File: config.mk
export PLATFORM = sky130hd
export DESIGN_NAME = uvrb_top
export DESIGN_NICKNAME = d
export VERILOG_FILES = /design/src/uvrb_pkg.sv /design/src/uvrb_ctcnt.sv /design/src/uvrb_sat.sv /design/src/uvrb_top.sv
export SDC_FILE = /design/constraint.sdc
export NUM_CORES = 1
export LEC_CHECK = 0
export BUFFER_PORTS_ARGS = -buffer_cell sky130_fd_sc_hd__buf_2
export CAP_MARGIN = 20
export CORE_ASPECT_RATIO = 1.5
export CORE_MARGIN = 1.5
export CORE_UTILIZATION = 51
export CTS_CLUSTER_SIZE = 8
export DETAILED_ROUTE_END_ITERATION = 10
export PLACE_DENSITY = 0.78
export RECOVER_POWER = 25
export SLEW_MARGIN = 20
export SYNTH_ARGS = -nofsm -noshare
export SYNTH_HDL_FRONTEND = slang
export SYNTH_SLANG_ARGS = --single-unit
File: constraint.sdc
create_clock -name clock -period 2.8 [get_ports clock]
set_input_delay 0.14 -clock clock [delete_from_list [all_inputs] [get_ports clock]]
set_output_delay 0.14 -clock clock [all_outputs]
set_load 0.05 [all_outputs]
File: src/uvrb_pkg.sv
package uvrb_pkg;

    // register indices on the serial read port
    localparam logic [2:0] ADDR_STATUS = 3'h0;
    localparam logic [2:0] ADDR_TEMP = 3'h1;
    localparam logic [2:0] ADDR_CHAN_A = 3'h2;
    localparam logic [2:0] ADDR_CHAN_B = 3'h3;
    localparam logic [2:0] ADDR_CHAN_C = 3'h4;
    localparam logic [2:0] ADDR_CONV_LO = 3'h5;
    localparam logic [2:0] ADDR_CONV_HI = 3'h6;

    // widths
    localparam int NUM_CHAN = 3;
    localparam int CHAN_W = 16;
    localparam int RAW_W = 17;
    localparam int TEMP_W = 12;
    localparam int CONV_W = 24;

    // values
    localparam logic [15:0] CHAN_SAT = 16'hFFFF;
    localparam logic [15:0] WORD_RST = 16'h0000;
    localparam logic [7:0] BYTE_RST = 8'h00;
    localparam logic [3:0] TEMP_PAD = 4'h0;
    localparam logic [23:0] CONV_RST = 24'h000000;
    localparam logic [23:0] CONV_ONE = 24'h000001;
    localparam logic [23:0] CONV_MAX = 24'hFFFFFF;
    // least conversion time, in system clocks, for a valid temperature
    localparam logic [23:0] TEMP_MIN_CLOCKS = 24'h001000;

    // status byte bit positions
    localparam int ST_CONV_OVF = 7;
    localparam int ST_RES_OVF = 6;
    localparam int ST_ADC_OVF = 5;
    localparam int ST_LOST = 4;
    localparam int ST_NEW = 3;
    localparam int ST_NOTREADY = 2;
    localparam int ST_STANDBY = 1;
    localparam int ST_POWER_DOWN = 0;

    typedef enum logic {
        UVRB_RD_IDLE = 1'b0,
        UVRB_RD_OPEN = 1'b1
    } uvrb_rd_t;

endpackage

File: src/uvrb_ctcnt.sv
module uvrb_ctcnt (
    input wire logic clock,
    input wire logic sys_rst,
    input wire logic clr,
    input wire logic run,
    output logic [uvrb_pkg::CONV_W-1:0] count,
    output logic ovf
);
    import uvrb_pkg::*;

    typedef struct packed {
        logic [CONV_W-1:0] count;
        logic ovf;
    } uvrb_ct_t;

    uvrb_ct_t st;
    uvrb_ct_t next_st;

    always_comb begin
        next_st = st;
        if (clr) begin
            next_st.count = CONV_RST;
            next_st.ovf = 1'b0;
        end else if (run) begin
            if (st.count == CONV_MAX) begin
                next_st.count = CONV_RST;
                next_st.ovf = 1'b1;
            end else begin
                next_st.count = st.count + CONV_ONE;
            end
        end
    end

    always_ff @(posedge clock) begin
        if (sys_rst) begin
            st <= '{count: CONV_RST, ovf: 1'b0};
        end else begin
            st <= next_st;
        end
    end

    assign count = st.count;
    assign ovf = st.ovf;

    property p_wrap;
        @(posedge clock) disable iff (sys_rst)
        (run && !clr && st.count == CONV_MAX) |=> (ovf && count == CONV_RST);
    endproperty
    a_wrap: assert property (p_wrap)
        else $error("conversion counter did not wrap with overflow");
endmodule

File: src/uvrb_sat.sv
module uvrb_sat (
    input wire logic [uvrb_pkg::RAW_W-1:0] raw,
    output logic [uvrb_pkg::CHAN_W-1:0] sat,
    output logic ovf
);
    import uvrb_pkg::*;

    // a count past the register range holds at full scale, never wraps
    always_comb begin
        ovf = raw[RAW_W-1];
        sat = ovf ? CHAN_SAT : raw[CHAN_W-1:0];
    end
endmodule

File: src/uvrb_top.sv
////////////////////////////////////////////////////////////////////////////////
// Notes on behaviour
// - converter overdrive during a measurement sets its flag without overflow.
// - overflow flags always describe the results in the output registers.
// - measurement end stores channel counts in buffers and sets new flag.
// - start of any read copies all buffers to the output registers.
// - while a read is open, no newer buffer data reaches outputs.
// - reading status or any result register clears the new flag.
// - measurement ending over unread buffer overwrites it and sets lost flag.
// - only a status read clears the lost flag.
// - standby and power-down status bits mirror the internal control signals.
// - each 16-bit register goes out least significant byte first.
// - temperature occupies low 12 bits, upper four bits read zero.
// - short conversion times in free-running modes still give a temperature of lower resolution.
// - sync mode with time counter off gives no temperature.
// - sync mode temperature valid only for at least 4096 clocks.
// - power-on, software reset or return to configuration clears outputs.
// - an overflowing channel result saturates at full scale.
// - time counter overflow sets its flag and restarts at zero.
////////////////////////////////////////////////////////////////////////////////
module uvrb_top (
    input wire logic clock,
    input wire logic sys_rst,
    input wire logic soft_rst,
    input wire logic cfg_return,
    input wire logic meas_done,
    input wire logic meas_busy,
    input wire logic [uvrb_pkg::RAW_W-1:0] chan_a_raw,
    input wire logic [uvrb_pkg::RAW_W-1:0] chan_b_raw,
    input wire logic [uvrb_pkg::RAW_W-1:0] chan_c_raw,
    input wire logic adc_overdrive,
    input wire logic [uvrb_pkg::TEMP_W-1:0] temp_raw,
    input wire logic external_sync_start_stop_mode,
    input wire logic conv_time_counter_enable,
    input wire logic conv_start,
    input wire logic conv_run,
    input wire logic standby_ctrl,
    input wire logic power_down_ctrl,
    input wire logic [7:0] osr_byte,
    input wire logic rd_start,
    input wire logic rd_stop,
    input wire logic rd_byte_req,
    input wire logic [2:0] rd_addr,
    input wire logic rd_byte_sel,
    output logic [7:0] rd_data,
    output logic rd_valid
);
    import uvrb_pkg::*;

    typedef struct packed {
        uvrb_rd_t rd_state;
        logic [NUM_CHAN-1:0][CHAN_W-1:0] buf_chan;
        logic [CHAN_W-1:0] buf_temp;
        logic [CONV_W-1:0] buf_conv;
        logic buf_res_ovf;
        logic buf_adc_ovf;
        logic buf_conv_ovf;
        logic buf_fresh;
        logic adc_acc;
        logic [NUM_CHAN-1:0][CHAN_W-1:0] out_chan;
        logic [CHAN_W-1:0] out_temp;
        logic [CONV_W-1:0] out_conv;
        logic out_res_ovf;
        logic out_adc_ovf;
        logic out_conv_ovf;
        logic new_results_flag;
        logic lost_results_flag;
        logic standby_mirror_bit;
        logic power_down_mirror_bit;
        logic [7:0] rd_data;
        logic rd_valid;
    } uvrb_state_t;

    uvrb_state_t st;
    uvrb_state_t next_st;

    logic clr;
    logic [NUM_CHAN-1:0][RAW_W-1:0] raw;
    logic [NUM_CHAN-1:0][CHAN_W-1:0] sat;
    logic [NUM_CHAN-1:0] chan_ovf;
    logic [CONV_W-1:0] conv_count;
    logic conv_ovf;
    logic temp_ok;
    logic [7:0] status_byte;
    logic [CHAN_W-1:0] rd_word;
    logic status_read;
    logic result_read;

    ////////////////////////////////////////////////////////////////////////////
    // capture-side helpers

    assign clr = sys_rst | soft_rst | cfg_return;
    assign raw[0] = chan_a_raw;
    assign raw[1] = chan_b_raw;
    assign raw[2] = chan_c_raw;

    genvar gi;
    generate
        for (gi = 0; gi < NUM_CHAN; gi++) begin : g_chan
            uvrb_sat u_sat (
                .raw(raw[gi]),
                .sat(sat[gi]),
                .ovf(chan_ovf[gi])
            );
        end
    endgenerate

    // the counter only runs on externally framed conversions
    uvrb_ctcnt u_ctcnt (
        .clock(clock),
        .sys_rst(sys_rst),
        .clr(clr | conv_start),
        .run(conv_run & external_sync_start_stop_mode &
             conv_time_counter_enable),
        .count(conv_count),
        .ovf(conv_ovf)
    );

    // temperature gate: free-running modes always keep it, even when a
    // short conversion leaves it coarse
    always_comb begin
        if (!external_sync_start_stop_mode) begin
            temp_ok = 1'b1;
        end else if (!conv_time_counter_enable) begin
            temp_ok = 1'b0;
        end else begin
            temp_ok = (conv_count >= TEMP_MIN_CLOCKS);
        end
    end

    ////////////////////////////////////////////////////////////////////////////
    // read-side helpers

    always_comb begin
        status_byte = BYTE_RST;
        status_byte[ST_CONV_OVF] = st.out_conv_ovf;
        status_byte[ST_RES_OVF] = st.out_res_ovf;
        status_byte[ST_ADC_OVF] = st.out_adc_ovf;
        status_byte[ST_LOST] = st.lost_results_flag;
        status_byte[ST_NEW] = st.new_results_flag;
        status_byte[ST_NOTREADY] = meas_busy;
        status_byte[ST_STANDBY] = st.standby_mirror_bit;
        status_byte[ST_POWER_DOWN] = st.power_down_mirror_bit;
    end

    always_comb begin
        case (rd_addr)
            ADDR_STATUS: rd_word = {status_byte, osr_byte};
            ADDR_TEMP: rd_word = st.out_temp;
            ADDR_CHAN_A: rd_word = st.out_chan[0];
            ADDR_CHAN_B: rd_word = st.out_chan[1];
            ADDR_CHAN_C: rd_word = st.out_chan[2];
            ADDR_CONV_LO: rd_word = st.out_conv[15:0];
            ADDR_CONV_HI: rd_word = {BYTE_RST, st.out_conv[23:16]};
            default: rd_word = WORD_RST;
        endcase
    end

    assign status_read = rd_byte_req && (rd_addr == ADDR_STATUS);
    assign result_read = rd_byte_req && (rd_addr >= ADDR_TEMP) &&
                         (rd_addr <= ADDR_CONV_HI);

    ////////////////////////////////////////////////////////////////////////////
    // next state

    always_comb begin
        next_st = st;
        next_st.rd_valid = rd_byte_req;
        // low byte for select 0, so the host sees the LSB first
        next_st.rd_data = rd_byte_sel ? rd_word[15:8] : rd_word[7:0];
        next_st.standby_mirror_bit = standby_ctrl;
        next_st.power_down_mirror_bit = power_down_ctrl;

        // clear-side of the flags first, so that sets below win
        if (status_read || result_read) begin
            next_st.new_results_flag = 1'b0;
        end
        if (status_read) begin
            next_st.lost_results_flag = 1'b0;
        end

        // overdrive is gathered over the whole measurement
        if (adc_overdrive) begin
            next_st.adc_acc = 1'b1;
        end

        // a read that starts while the bank is idle takes the buffers; a
        // repeated start inside the same read does not
        if (rd_start && st.rd_state == UVRB_RD_IDLE) begin
            next_st.out_chan = st.buf_chan;
            next_st.out_temp = st.buf_temp;
            next_st.out_conv = st.buf_conv;
            next_st.out_res_ovf = st.buf_res_ovf;
            next_st.out_adc_ovf = st.buf_adc_ovf;
            next_st.out_conv_ovf = st.buf_conv_ovf;
            next_st.buf_fresh = 1'b0;
        end

        case (st.rd_state)
            UVRB_RD_IDLE: begin
                if (rd_start && !rd_stop) begin
                    next_st.rd_state = UVRB_RD_OPEN;
                end
            end
            UVRB_RD_OPEN: begin
                if (rd_stop) begin
                    next_st.rd_state = UVRB_RD_IDLE;
                end
            end
            default: next_st.rd_state = UVRB_RD_IDLE;
        endcase

        if (meas_done) begin
            next_st.buf_chan = sat;
            next_st.buf_res_ovf = |chan_ovf;
            next_st.buf_adc_ovf = st.adc_acc | adc_overdrive;
            next_st.buf_conv_ovf = conv_ovf;
            next_st.buf_conv = conv_time_counter_enable ? conv_count
                                                        : CONV_RST;
            next_st.buf_temp = temp_ok ? {TEMP_PAD, temp_raw}
                                       : WORD_RST;
            next_st.adc_acc = 1'b0;
            next_st.buf_fresh = 1'b1;
            next_st.new_results_flag = 1'b1;
            if (st.buf_fresh) begin
                next_st.lost_results_flag = 1'b1;
            end
        end
    end

    ////////////////////////////////////////////////////////////////////////////
    // registers

    always_ff @(posedge clock) begin
        if (clr) begin
            st <= '0;
        end else begin
            st <= next_st;
        end
    end

    assign rd_data = st.rd_data;
    assign rd_valid = st.rd_valid;

    ////////////////////////////////////////////////////////////////////////////
    // checks

    property p_new_set;
        @(posedge clock) disable iff (sys_rst)
        (meas_done && !clr) |=> st.new_results_flag;
    endproperty
    a_new_set: assert property (p_new_set)
        else $error("new flag not set after measurement end");

    property p_lost_set;
        @(posedge clock) disable iff (sys_rst)
        (meas_done && st.buf_fresh && !clr) |=> st.lost_results_flag;
    endproperty
    a_lost_set: assert property (p_lost_set)
        else $error("overwritten buffer did not raise lost flag");

    property p_lost_keep;
        @(posedge clock) disable iff (sys_rst)
        (st.lost_results_flag && !status_read && !clr)
            |=> st.lost_results_flag;
    endproperty
    a_lost_keep: assert property (p_lost_keep)
        else $error("lost flag cleared without a status read");

    property p_new_clear;
        @(posedge clock) disable iff (sys_rst)
        (result_read && !meas_done && !clr) |=> !st.new_results_flag;
    endproperty
    a_new_clear: assert property (p_new_clear)
        else $error("result read did not clear new flag");

    property p_copy;
        @(posedge clock) disable iff (sys_rst)
        (rd_start && st.rd_state == UVRB_RD_IDLE && !clr)
            |=> (st.out_chan == $past(st.buf_chan)) &&
                (st.out_res_ovf == $past(st.buf_res_ovf));
    endproperty
    a_copy: assert property (p_copy)
        else $error("read start did not copy the buffers");

    property p_hold;
        @(posedge clock) disable iff (sys_rst)
        (st.rd_state == UVRB_RD_OPEN && !rd_stop && !clr)
            |=> $stable(st.out_chan) && $stable(st.out_temp);
    endproperty
    a_hold: assert property (p_hold)
        else $error("output registers changed during an open read");

    property p_sat;
        @(posedge clock) disable iff (sys_rst)
        (meas_done && chan_a_raw[RAW_W-1] && !clr)
            |=> st.buf_chan[0] == CHAN_SAT;
    endproperty
    a_sat: assert property (p_sat)
        else $error("overflowed channel did not saturate");

    property p_no_temp;
        @(posedge clock) disable iff (sys_rst)
        (meas_done && external_sync_start_stop_mode &&
         !conv_time_counter_enable && !clr) |=> st.buf_temp == WORD_RST;
    endproperty
    a_no_temp: assert property (p_no_temp)
        else $error("temperature kept with time counter disabled");

    property p_temp_pad;
        @(posedge clock) disable iff (sys_rst)
        st.out_temp[15:12] == TEMP_PAD;
    endproperty
    a_temp_pad: assert property (p_temp_pad)
        else $error("temperature upper bits not zero");

    property p_clear;
        @(posedge clock) disable iff (sys_rst)
        (soft_rst || cfg_return)
            |=> (st.out_chan == '0) && !st.new_results_flag && !rd_valid;
    endproperty
    a_clear: assert property (p_clear)
        else $error("reset did not clear the output bank");

    property p_mirror;
        @(posedge clock) disable iff (sys_rst)
        !clr |=> st.standby_mirror_bit == $past(standby_ctrl);
    endproperty
    a_mirror: assert property (p_mirror)
        else $error("standby mirror does not follow control signal");
endmodule
==> results.sh, run 1 <==
export IMPL_outcome="finished, violations left"
export IMPL_violations="capacitance limit, slew limit"
export IMPL_setup_tns_ns=0
export IMPL_internal_power_mw=5.202
export IMPL_finalClockSkew_ns=0.01299
export IMPL_io_pins=100
export IMPL_cp_start_kind="flop"
export IMPL_maxSlewHeadroom=-0.02810
export IMPL_drc=0
export IMPL_synth_avg_cell_area_um2=8.810
export IMPL_p_sw_mw=1.433
export IMPL_path_class="reg -> reg"
export IMPL_power_frac_seq=0.469
export IMPL_dp_slack_ns=0.4690
export IMPL_end_kind="flop"
export IMPL_dp_hpwl_mm=14.65
export IMPL_power_frac_clock=0.465
export IMPL_synth_edf_count=0
export IMPL_grt_usage=0.2656
export IMPL_yosysTopAreaCell="dfxtp_1"
export IMPL_grt_max_degree=144
export IMPL_drtIter0Drc=587
export IMPL_yosysWarnings=0
export IMPL_fp_row_count=57
export IMPL_synthDominantCellAreaShare=0.5121
export IMPL_cts_tree="done"
export IMPL_postLayoutCellArea_um2=10370
export IMPL_synth_common_cells="dfxtp_1 (215), nand2_1 (188), a21oi_1 (111)"
export IMPL_cpLargestDelayFamily="simple AND/OR/NAND/NOR gates"
export IMPL_die_area_um2=17270
export IMPL_diodes=0
export IMPL_htree_levels=1
export IMPL_start_util=0.5191
export IMPL_max_freq_ghz=0.4257
export IMPL_nets=1176
export IMPL_period_share=0.8390
export IMPL_setup_slack_ns=0.4509
export IMPL_cpPeakStageDelay_ns=0.82
export IMPL_cp_arrival_ns=2.81
export IMPL_hold_path_class="in -> reg"
export IMPL_synth_cell_types=56
export IMPL_yosysMostFrequentCell="dfxtp_1"
export IMPL_synth_top_flop_cell="dfxtp_1"
export IMPL_syn_nets=1047
export IMPL_grt_antenna_before_repair=0
export IMPL_fin_crit_ns=2.349
export IMPL_crit_top_cell="or4_1"
export IMPL_grt_overflow=0
export IMPL_p_leak_nw=3.733
export IMPL_first_pass_iters=5
export IMPL_worst_path_max_fanout=16
export IMPL_wl_mm=23.06
export IMPL_syn_inst=954
export IMPL_place_gp_congestion=0.9079
export IMPL_portBuffers=99
export IMPL_cp_cell_sequence="ha_1 -> nand3_1 -> or4_1 -> or4_1 -> a21oi_1"
export IMPL_netlist_area_um2=8404
export IMPL_ys_top_cells_by_area="dfxtp_1 (51%), nand2_1 (8.4%), a21oi_1 (6.6%)"
export IMPL_ys_seq_area_frac=0.5121
export IMPL_placed_area_um2=8920
export IMPL_synth_seq_cells=215
export IMPL_post_drt_wl_per_cell_um=17.89
export IMPL_clock_latency_ns=0.53
export IMPL_setup_viol=0
export IMPL_synthArstFlopShare=0
export IMPL_p_per_area_nw_per_um2=639.7
export IMPL_core_um2=16190
export IMPL_areaGrowthSynthToFinish_pct=23.42
export IMPL_ctsResizeCount=0
export IMPL_ant_nets=0
export IMPL_root_buffer="clkbuf_16"
export IMPL_crit_buf_inv=0
export IMPL_fill_cells=1297
export IMPL_viasPerCell=5.849
export IMPL_die_y_um=160.2
export IMPL_slew_viol_final=144
export IMPL_tightest_slew_ns=1.542
export IMPL_finalHoldViolCount=0
export IMPL_chipWidth_um=107.8
export IMPL_clk_path_buf_depth=3
export IMPL_drv_cap=1
export IMPL_numCtsBuffers=30
export IMPL_drive_gt1_frac=0.1514
export IMPL_crit_required_ns=3.26
export IMPL_p_comb_frac=0.066
export IMPL_vias=7539
export IMPL_p_sw_frac=0.2160
export IMPL_grt_pass1_vias=7323
export IMPL_clk_pin_slew_ns=0.05
export IMPL_grt_pass1_wl_mm=36.58
export IMPL_cts_sinks=215
export IMPL_rsz0062_at_grt="no"
export IMPL_max_vdd_ir_drop_uv=482.6
export IMPL_cp_slowest_cell="or4_1"
[metrics by stage]
stage	cells	utilization	hold slack, ns	power, mW
4_1_cts	1289	0.6424	0.0007568	6.669
6_report	1289	0.6407	0.008981	6.635
2_1_floorplan	954	-	0.2193	3.394
5_1_grt	1289	0.6407	0.03836	6.843
3_5_place_dp	1187	0.5510	0.3051	3.528
3_3_place_gp	1187	0.5510	0.3063	3.525
[layout by cell type (no fill, tap or decap), types with 10 or more instances in the layout]
master / instances
a21oi_1: 110
a22o_1: 37
a22oi_1: 15
and3_1: 11
buf_2: 91
clkbuf_1: 10
clkbuf_16: 31
dfxtp_1: 215
dlygate4sd3_1: 70
mux2_2: 17
mux2i_1: 11
nand2_1: 188
nand3_1: 13
nor2_1: 68
o22ai_1: 48
or4_1: 10
[per-layer routing]
layer / global-route usage / routed length [µm] / vias up / part of all wire
met3: 0.02857 / 982 / 60 / 0.043
met4: 0.1370 / 1178 / 0 / 0.051
met1: 0.3096 / 9053 / 3618 / 0.39
li1: - / - / 3621 / -
met5: 0 / 0 / - / 0
met2: 0.4728 / 11850 / 240 / 0.51
[path summary, 6_finish.rpt]
kind / slack, ns / from / depth (start not counted) / end
setup / recovery: 0.45 / u_ctcnt.count[0]$_SDFFE_PP0P_ / 5 / u_ctcnt.count[16]$_SDFFE_PP0P_
hold / removal: 0.009 / cfg_return / 4 / u_ctcnt.count[22]$_SDFFE_PP0P_
setup reg to reg: 0.45 / u_ctcnt.count[0]$_SDFFE_PP0P_ / 5 / u_ctcnt.count[16]$_SDFFE_PP0P_
hold reg to reg: 0.45 / st[126]$_SDFFE_PP0P_ / 2 / st[33]$_SDFFE_PP0P_
[what timing repair did]
item	CTS	global route
hold endpoints to repair	73	0
buffers inserted	0	0
setup endpoints to repair	0	0
hold buffers	70	0
[cell type report]
| class | count | area [µm²] | area share |
|---|---|---|---|
| well taps | 206 | 257.7 | 0.02485 |
| repair buffers | 180 | 1277 | 0.1232 |
| clock buffers | 32 | 779.5 | 0.07515 |
| multi-input cells | 646 | 3716 | 0.3583 |
| inverters | 10 | 37.54 | 0.003619 |
| flip-flops and latches | 215 | 4304 | 0.4150 |
[logic make-up (layout without fill, tap and decap cells)]
logic type / count (synthesis) / in the layout / share of synthesized area
XOR/XNOR: 7 / 7 / 0.007295
adder cells (fa/ha/maj): 2 / 2 / 0.002977
buffers and inverters: 93 / 222 / 0.04734
AO/OA/AOI/OAI: 266 / 266 / 0.2093
AND/OR/NAND/NOR: 341 / 341 / 0.1797
multiplexers: 30 / 30 / 0.04124
flip-flops: 215 / 215 / 0.5121
[state kept, by name, indices dropped and copies added, names as in the netlist]
| register | flops |
|---|---|
| u_ctcnt.ovf | 1 |
| rd_valid | 1 |
| u_ctcnt.count | 24 |
| rd_data | 8 |
| st | 181 |
[power groups by stage]
stage | clock network, mW | logic (mW) | registers (mW)
finish | 3.08 | 0.437 | 3.12
global route | 3.26 | 0.472 | 3.11
global placement | 0 | 0.352 | 3.17
floorplan | 0 | 0.226 | 3.17
detailed placement | 0 | 0.355 | 3.17
CTS | 3.12 | 0.430 | 3.11
[worst min-delay path, delay by kind of cell]
| kind | cells | cell delay [ns] |
|---|---|---|
| buf+inv | 1 | 0.11 |
| mux | 1 | 0.06 |
| simple gates | 2 | 0.18 |
Note: power is estimated with default switching activity, not from simulation.
==> inputs of run 2 (changes only) <==
- PLACE_DENSITY: 0.78 -> 0.81
- clock period: 2.8 -> 2.04 ns (I/O delays scaled with it)
==> results.sh, run 2 (synthesized netlist as in run 1, its figures left out) <==
export IMPL_regMostFlops="st"
export IMPL_root_buffer="clkbuf_16"
export IMPL_path_class="reg -> reg"
export IMPL_most_common_layout_cells="dfxtp_1 (215), nand2_1 (188), a21oi_1 (111)"
export IMPL_cts_tree="done"
export IMPL_nets=1197
export IMPL_grt_pass1_wl_mm=37.67
export IMPL_mostFrequentLayoutCell="dfxtp_1"
export IMPL_hold_path_class="in -> reg"
export IMPL_first_pass_iters=5
export IMPL_drv_cap=0
export IMPL_fin_crit_ns=1.968
export IMPL_p_sw_mw=2.026
export IMPL_grt_usage=0.2748
export IMPL_drive_gt1_frac=0.1730
export IMPL_io_pins=100
export IMPL_end_kind="flop"
export IMPL_numCtsBuffers=30
export IMPL_grt_overflow=0
export IMPL_dp_hpwl_mm=15.06
export IMPL_p_leak_nw=3.864
export IMPL_finalClockSkew_ns=0.02740
export IMPL_fp_row_count=57
export IMPL_outcome="complete, no violations"
export IMPL_grt_max_degree=144
export IMPL_cp_arrival_ns=2.36
export IMPL_multi_input_area_um2=3730
export IMPL_grt_pass1_vias=7570
export IMPL_fill_cells=1218
export IMPL_p_comb_frac=0.069
export IMPL_p_sw_frac=0.2222
export IMPL_postLayoutCellArea_um2=10570
export IMPL_dp_cells=1209
export IMPL_htree_levels=1
export IMPL_post_cts_setup_buffers=0
export IMPL_wl_mm=23.96
export IMPL_period_share=0.9648
export IMPL_clock_latency_ns=0.54
export IMPL_largest_reg_flops=181
export IMPL_chipWidth_um=107.8
export IMPL_max_freq_ghz=0.5081
export IMPL_crit_required_ns=2.43
export IMPL_setup_viol=0
export IMPL_drtIter0Drc=885
export IMPL_grt_antenna_before_repair=1
export IMPL_place_gp_congestion=0.9560
export IMPL_areaGrowthSynthToFinish_pct=25.80
export IMPL_clk_pin_slew_ns=0.05
export IMPL_hold_path_cell_count=4
export IMPL_slew_viol_final=0
export IMPL_tightest_slew_ns=1.064
export IMPL_viasPerCell=5.832
export IMPL_clk_path_buf_depth=3
export IMPL_start_util=0.5191
export IMPL_core_um2=16190
export IMPL_worst_path_max_fanout=9
export IMPL_max_vdd_ir_drop_uv=665.6
export IMPL_drc=0
export IMPL_vias=7646
export IMPL_p_per_area_nw_per_um2=862.5
export IMPL_cp_start_kind="flop"
export IMPL_internal_power_mw=7.092
export IMPL_ant_nets=0
export IMPL_die_y_um=160.2
export IMPL_power_frac_seq=0.469
export IMPL_cts_sinks=215
export IMPL_rr_worst_depth=6
export IMPL_portBuffers=99
export IMPL_stdcell_count=1311
export IMPL_post_route_util=0.6531
export IMPL_rsz0062_at_grt="no"
export IMPL_ff_latch_area_um2=4304
export IMPL_placed_area_um2=9110
export IMPL_die_area_um2=17270
export IMPL_finalHoldViolCount=0
export IMPL_maxSlewHeadroom=0.2910
export IMPL_power_frac_clock=0.462
export IMPL_post_drt_wl_per_cell_um=18.28
## run 2: cell count changes in the layout (fill, tap and decap cells not counted), sizes merged
cell         delta
clkinv          +1
diode           +1
clkbuf          -4
dlygate4sd3     -1
buf            +25
## run 2: area by class of cell
cell class                      count  area share
Sequential cell                   215      0.4071
Timing Repair Buffer              201      0.1391
Antenna cell                        1   0.0002367
Multi-Input combinational cell    646      0.3528
Inverter                           10    0.003550
Clock buffer                       31     0.07136
Tap cell                          206     0.02438
Clock inverter                      1    0.001538
## run 2: worst max-delay path: stages, from the launching register on
cell,delay (ns)
dfxtp_1,0.34
ha_1,0.20
nand3_1,0.11
or4_4,0.57
buf_4,0.19
o311ai_2,0.29
o41ai_2,0.11
## run 2: repair_timing
action                     4_1_cts  5_1_grt
setup endpoints to repair       12        0
hold buffers                    69        0
hold endpoints to repair        69        0
gates resized for setup          2        0
## run 2: routing by layer
layer / share of wire / track usage / up-vias / wire, µm
met2: 0.52 / 0.4896 / 311 / 12350
met3: 0.050 / 0.03796 / 90 / 1207
met4: 0.062 / 0.1687 / 0 / 1493
met5: 0 / 0 / - / 0
met1: 0.37 / 0.3027 / 3592 / 8912
li1: - / - / 3653 / -
## run 2: power groups by stage
stage / logic (mW) / registers [mW] / clock network, mW
3_5_place_dp: 0.506 / 4.36 / 0
2_1_floorplan: 0.311 / 4.35 / 0
4_1_cts: 0.613 / 4.27 / 4.25
6_report: 0.631 / 4.28 / 4.21
3_3_place_gp: 0.504 / 4.36 / 0
5_1_grt: 0.675 / 4.27 / 4.45
## run 2: per-stage QoR
step / hold WS [ns] / total power [mW] / worst slack (ns) / setup TNS, ns
after global routing: 0.03585 / 9.402 / 0.002168 / 0
after detailed placement: 0.2694 / 4.863 / -0.04753 / -0.3076
after floorplan: 0.1813 / 4.659 / 0.05439 / 0
final: 0.02783 / 9.118 / 0.07175 / 0
after CTS: 0.007783 / 9.135 / 0.06428 / 0
after global placement: 0.2713 / 4.859 / 0.04486 / 0
## run 2: worst paths after layout
kind / from / endpoint / slack (ns)
max reg2reg: u_ctcnt.count[0]$_SDFFE_PP0P_ / u_ctcnt.count[18]$_SDFFE_PP0P_ / 0.07
max: u_ctcnt.count[0]$_SDFFE_PP0P_ / u_ctcnt.count[18]$_SDFFE_PP0P_ / 0.07
min reg2reg: st[127]$_SDFFE_PP0P_ / st[34]$_SDFFE_PP0P_ / 0.45
min: conv_start / u_ctcnt.ovf$_SDFFE_PP0P_ / 0.03
==> inputs of run 3 (changes only) <==
- CORE_MARGIN: 1.5 -> not set
==> results.sh, run 3 (synthesized netlist as in run 1, its figures left out) <==
export IMPL_end_kind="flop"
export IMPL_crit_required_ns=2.50
export IMPL_cp_start_kind="flop"
export IMPL_r2r_end="u_ctcnt.count[17]$_SDFFE_PP0P_"
export IMPL_grt_pass1_vias=7561
export IMPL_finalClockSkew_ns=0.02061
export IMPL_mostFrequentLayoutCell="dfxtp_1"
export IMPL_ant_nets=0
export IMPL_rsz0062_at_grt="no"
export IMPL_report_power_total_mw=9.116
export IMPL_hold_path_class="in -> reg"
export IMPL_wl_mm=24.12
export IMPL_die_area_um2=17010
export IMPL_power_frac_seq=0.469
export IMPL_clock_latency_ns=0.53
export IMPL_grt_usage=0.2826
export IMPL_clk_path_buf_depth=3
export IMPL_place_gp_congestion=0.9460
export IMPL_grt_pass1_wl_mm=38.16
export IMPL_largest_reg_flops=181
export IMPL_cp_arrival_ns=2.42
export IMPL_setup_viol=0
export IMPL_io_pins=100
export IMPL_fill_cells=1249
export IMPL_dp_hpwl_mm=15.29
export IMPL_worst_path_max_fanout=15
export IMPL_root_buffer="clkbuf_16"
export IMPL_slew_viol_final=0
export IMPL_clk_pin_slew_ns=0.05
export IMPL_fp_row_count=57
export IMPL_whs_endpoint="u_ctcnt.ovf$_SDFFE_PP0P_"
export IMPL_grt_antenna_before_repair=1
export IMPL_finalHoldViolCount=0
export IMPL_maxSlewHeadroom=0.2675
export IMPL_fin_crit_ns=1.952
export IMPL_regMostFlops="st"
export IMPL_drc=0
export IMPL_chipWidth_um=106.8
export IMPL_post_drt_wl_per_cell_um=18.37
export IMPL_first_pass_iters=6
export IMPL_outcome="complete, no violations"
export IMPL_dp_slack_ns=0.09122
export IMPL_vias=7755
export IMPL_crit_buf_inv=1
export IMPL_grt_overflow=0
export IMPL_grt_max_degree=88
export IMPL_max_freq_ghz=0.5124
export IMPL_p_per_area_nw_per_um2=861.4
export IMPL_cpPeakStageDelay_ns=0.59
export IMPL_max_vdd_ir_drop_uv=847.5
export IMPL_core_um2=16190
export IMPL_drv_cap=0
export IMPL_areaGrowthSynthToFinish_pct=25.92
export IMPL_dp_cells=1210
export IMPL_cp_cell_sequence="buf_4 -> and4_1 -> or4b_4 -> or4_1 -> a21oi_1"
export IMPL_period_share=0.9567
export IMPL_rr_worst_depth=5
export IMPL_cts_sinks=215
export IMPL_p_comb_frac=0.070
export IMPL_post_cts_setup_buffers=0
export IMPL_start_util=0.5191
export IMPL_p_sw_mw=2.020
export IMPL_numCtsBuffers=30
export IMPL_tightest_slew_ns=1.099
export IMPL_fin_hold_ws_ns=0.02415
export IMPL_htree_levels=1
export IMPL_internal_power_mw=7.096
export IMPL_nets=1199
export IMPL_stdcell_count=1313
export IMPL_portBuffers=99
export IMPL_drtIter0Drc=596
export IMPL_setup_tns_ns=0
export IMPL_most_common_layout_cells="dfxtp_1 (214), nand2_1 (188), a21oi_1 (111)"
export IMPL_min_from="conv_start"
export IMPL_r2r_start="u_ctcnt.count[0]$_SDFFE_PP0P_"
export IMPL_cpLargestDelayFamily="simple AND/OR/NAND/NOR gates"
export IMPL_hold_path_cell_count=4
export IMPL_viasPerCell=5.906
export IMPL_reg2reg_setup_slack_ns=0.09
export IMPL_cp_slowest_cell="or4b_4"
export IMPL_p_leak_nw=3.870
export IMPL_power_frac_clock=0.461
export IMPL_setup_slack_ns=0.08841
export IMPL_path_class="reg -> reg"
export IMPL_cts_tree="done"
export IMPL_drive_gt1_frac=0.1745
export IMPL_die_y_um=159.2
export IMPL_p_sw_frac=0.2216
[run 3: repair_timing]
action                     4_1_cts  5_1_grt
hold buffers                    70        0
resized for setup                0        2
setup endpoints to repair        0        5
hold endpoints to repair        71        0
[run 3: worst max-delay path by stage]
stage                                        from                        endpoint  slack (ns)  depth (start not counted)
floorplan           u_ctcnt.count[0]$_SDFFE_PP0P_  u_ctcnt.count[18]$_SDFFE_PP0P_        0.05                          7
global placement    u_ctcnt.count[0]$_SDFFE_PP0P_  u_ctcnt.count[14]$_SDFFE_PP0P_        0.13                          6
detailed placement  u_ctcnt.count[0]$_SDFFE_PP0P_  u_ctcnt.count[14]$_SDFFE_PP0P_        0.09                          6
CTS                 u_ctcnt.count[0]$_SDFFE_PP0P_  u_ctcnt.count[14]$_SDFFE_PP0P_        0.05                          6
global route        u_ctcnt.count[0]$_SDFFE_PP0P_  u_ctcnt.count[19]$_SDFFE_PP0P_       0.006                          5
finish              u_ctcnt.count[0]$_SDFFE_PP0P_  u_ctcnt.count[17]$_SDFFE_PP0P_        0.09                          5
[run 3: worst reg2reg max path, delay by kind of cell (launching register included)]
family / cells / cell delay [ns]
compound gates: 1 / 0.14
buf+inv: 1 / 0.14
flops: 1 / 0.33
simple gates: 3 / 1.27
[run 3: routing by layer]
layer,track usage,part of all wire,vias to the layer above,routed length [µm]
met3,0.03438,0.048,97,1161
met2,0.5015,0.51,311,12310
met4,0.1837,0.065,0,1573
li1,-,-,3675,-
met1,0.3125,0.38,3672,9082
met5,0,0,-,0
[run 3: power by group through the flow]
stage	logic [mW]	registers, mW	clock network, mW
after floorplan	0.311	4.35	0
after global placement	0.508	4.36	0
after detailed placement	0.512	4.36	0
after CTS	0.617	4.27	4.25
after global routing	0.680	4.27	4.43
final	0.634	4.28	4.21
[run 3: area by class of cell]
cell class	instances	area, µm²	area share
antenna	1	2.502	0.0002365
multi-input combinational	646	3721	0.3516
sequential	215	4305	0.4068
clock buffer	31	754.5	0.07129
inverter	10	37.54	0.003547
clock inverter	1	16.27	0.001537
timing repair buffer	203	1488	0.1406
tap	206	257.7	0.02436
[run 3: per-stage QoR]
| step | area (µm²) | utilization |
|---|---|---|
| global route | 10580 | 0.6537 |
| detailed placement | 9117 | 0.5632 |
| CTS | 10590 | 0.6541 |
| floorplan | 8404 | - |
| global placement | 9117 | 0.5632 |
| finish | 10580 | 0.6537 |
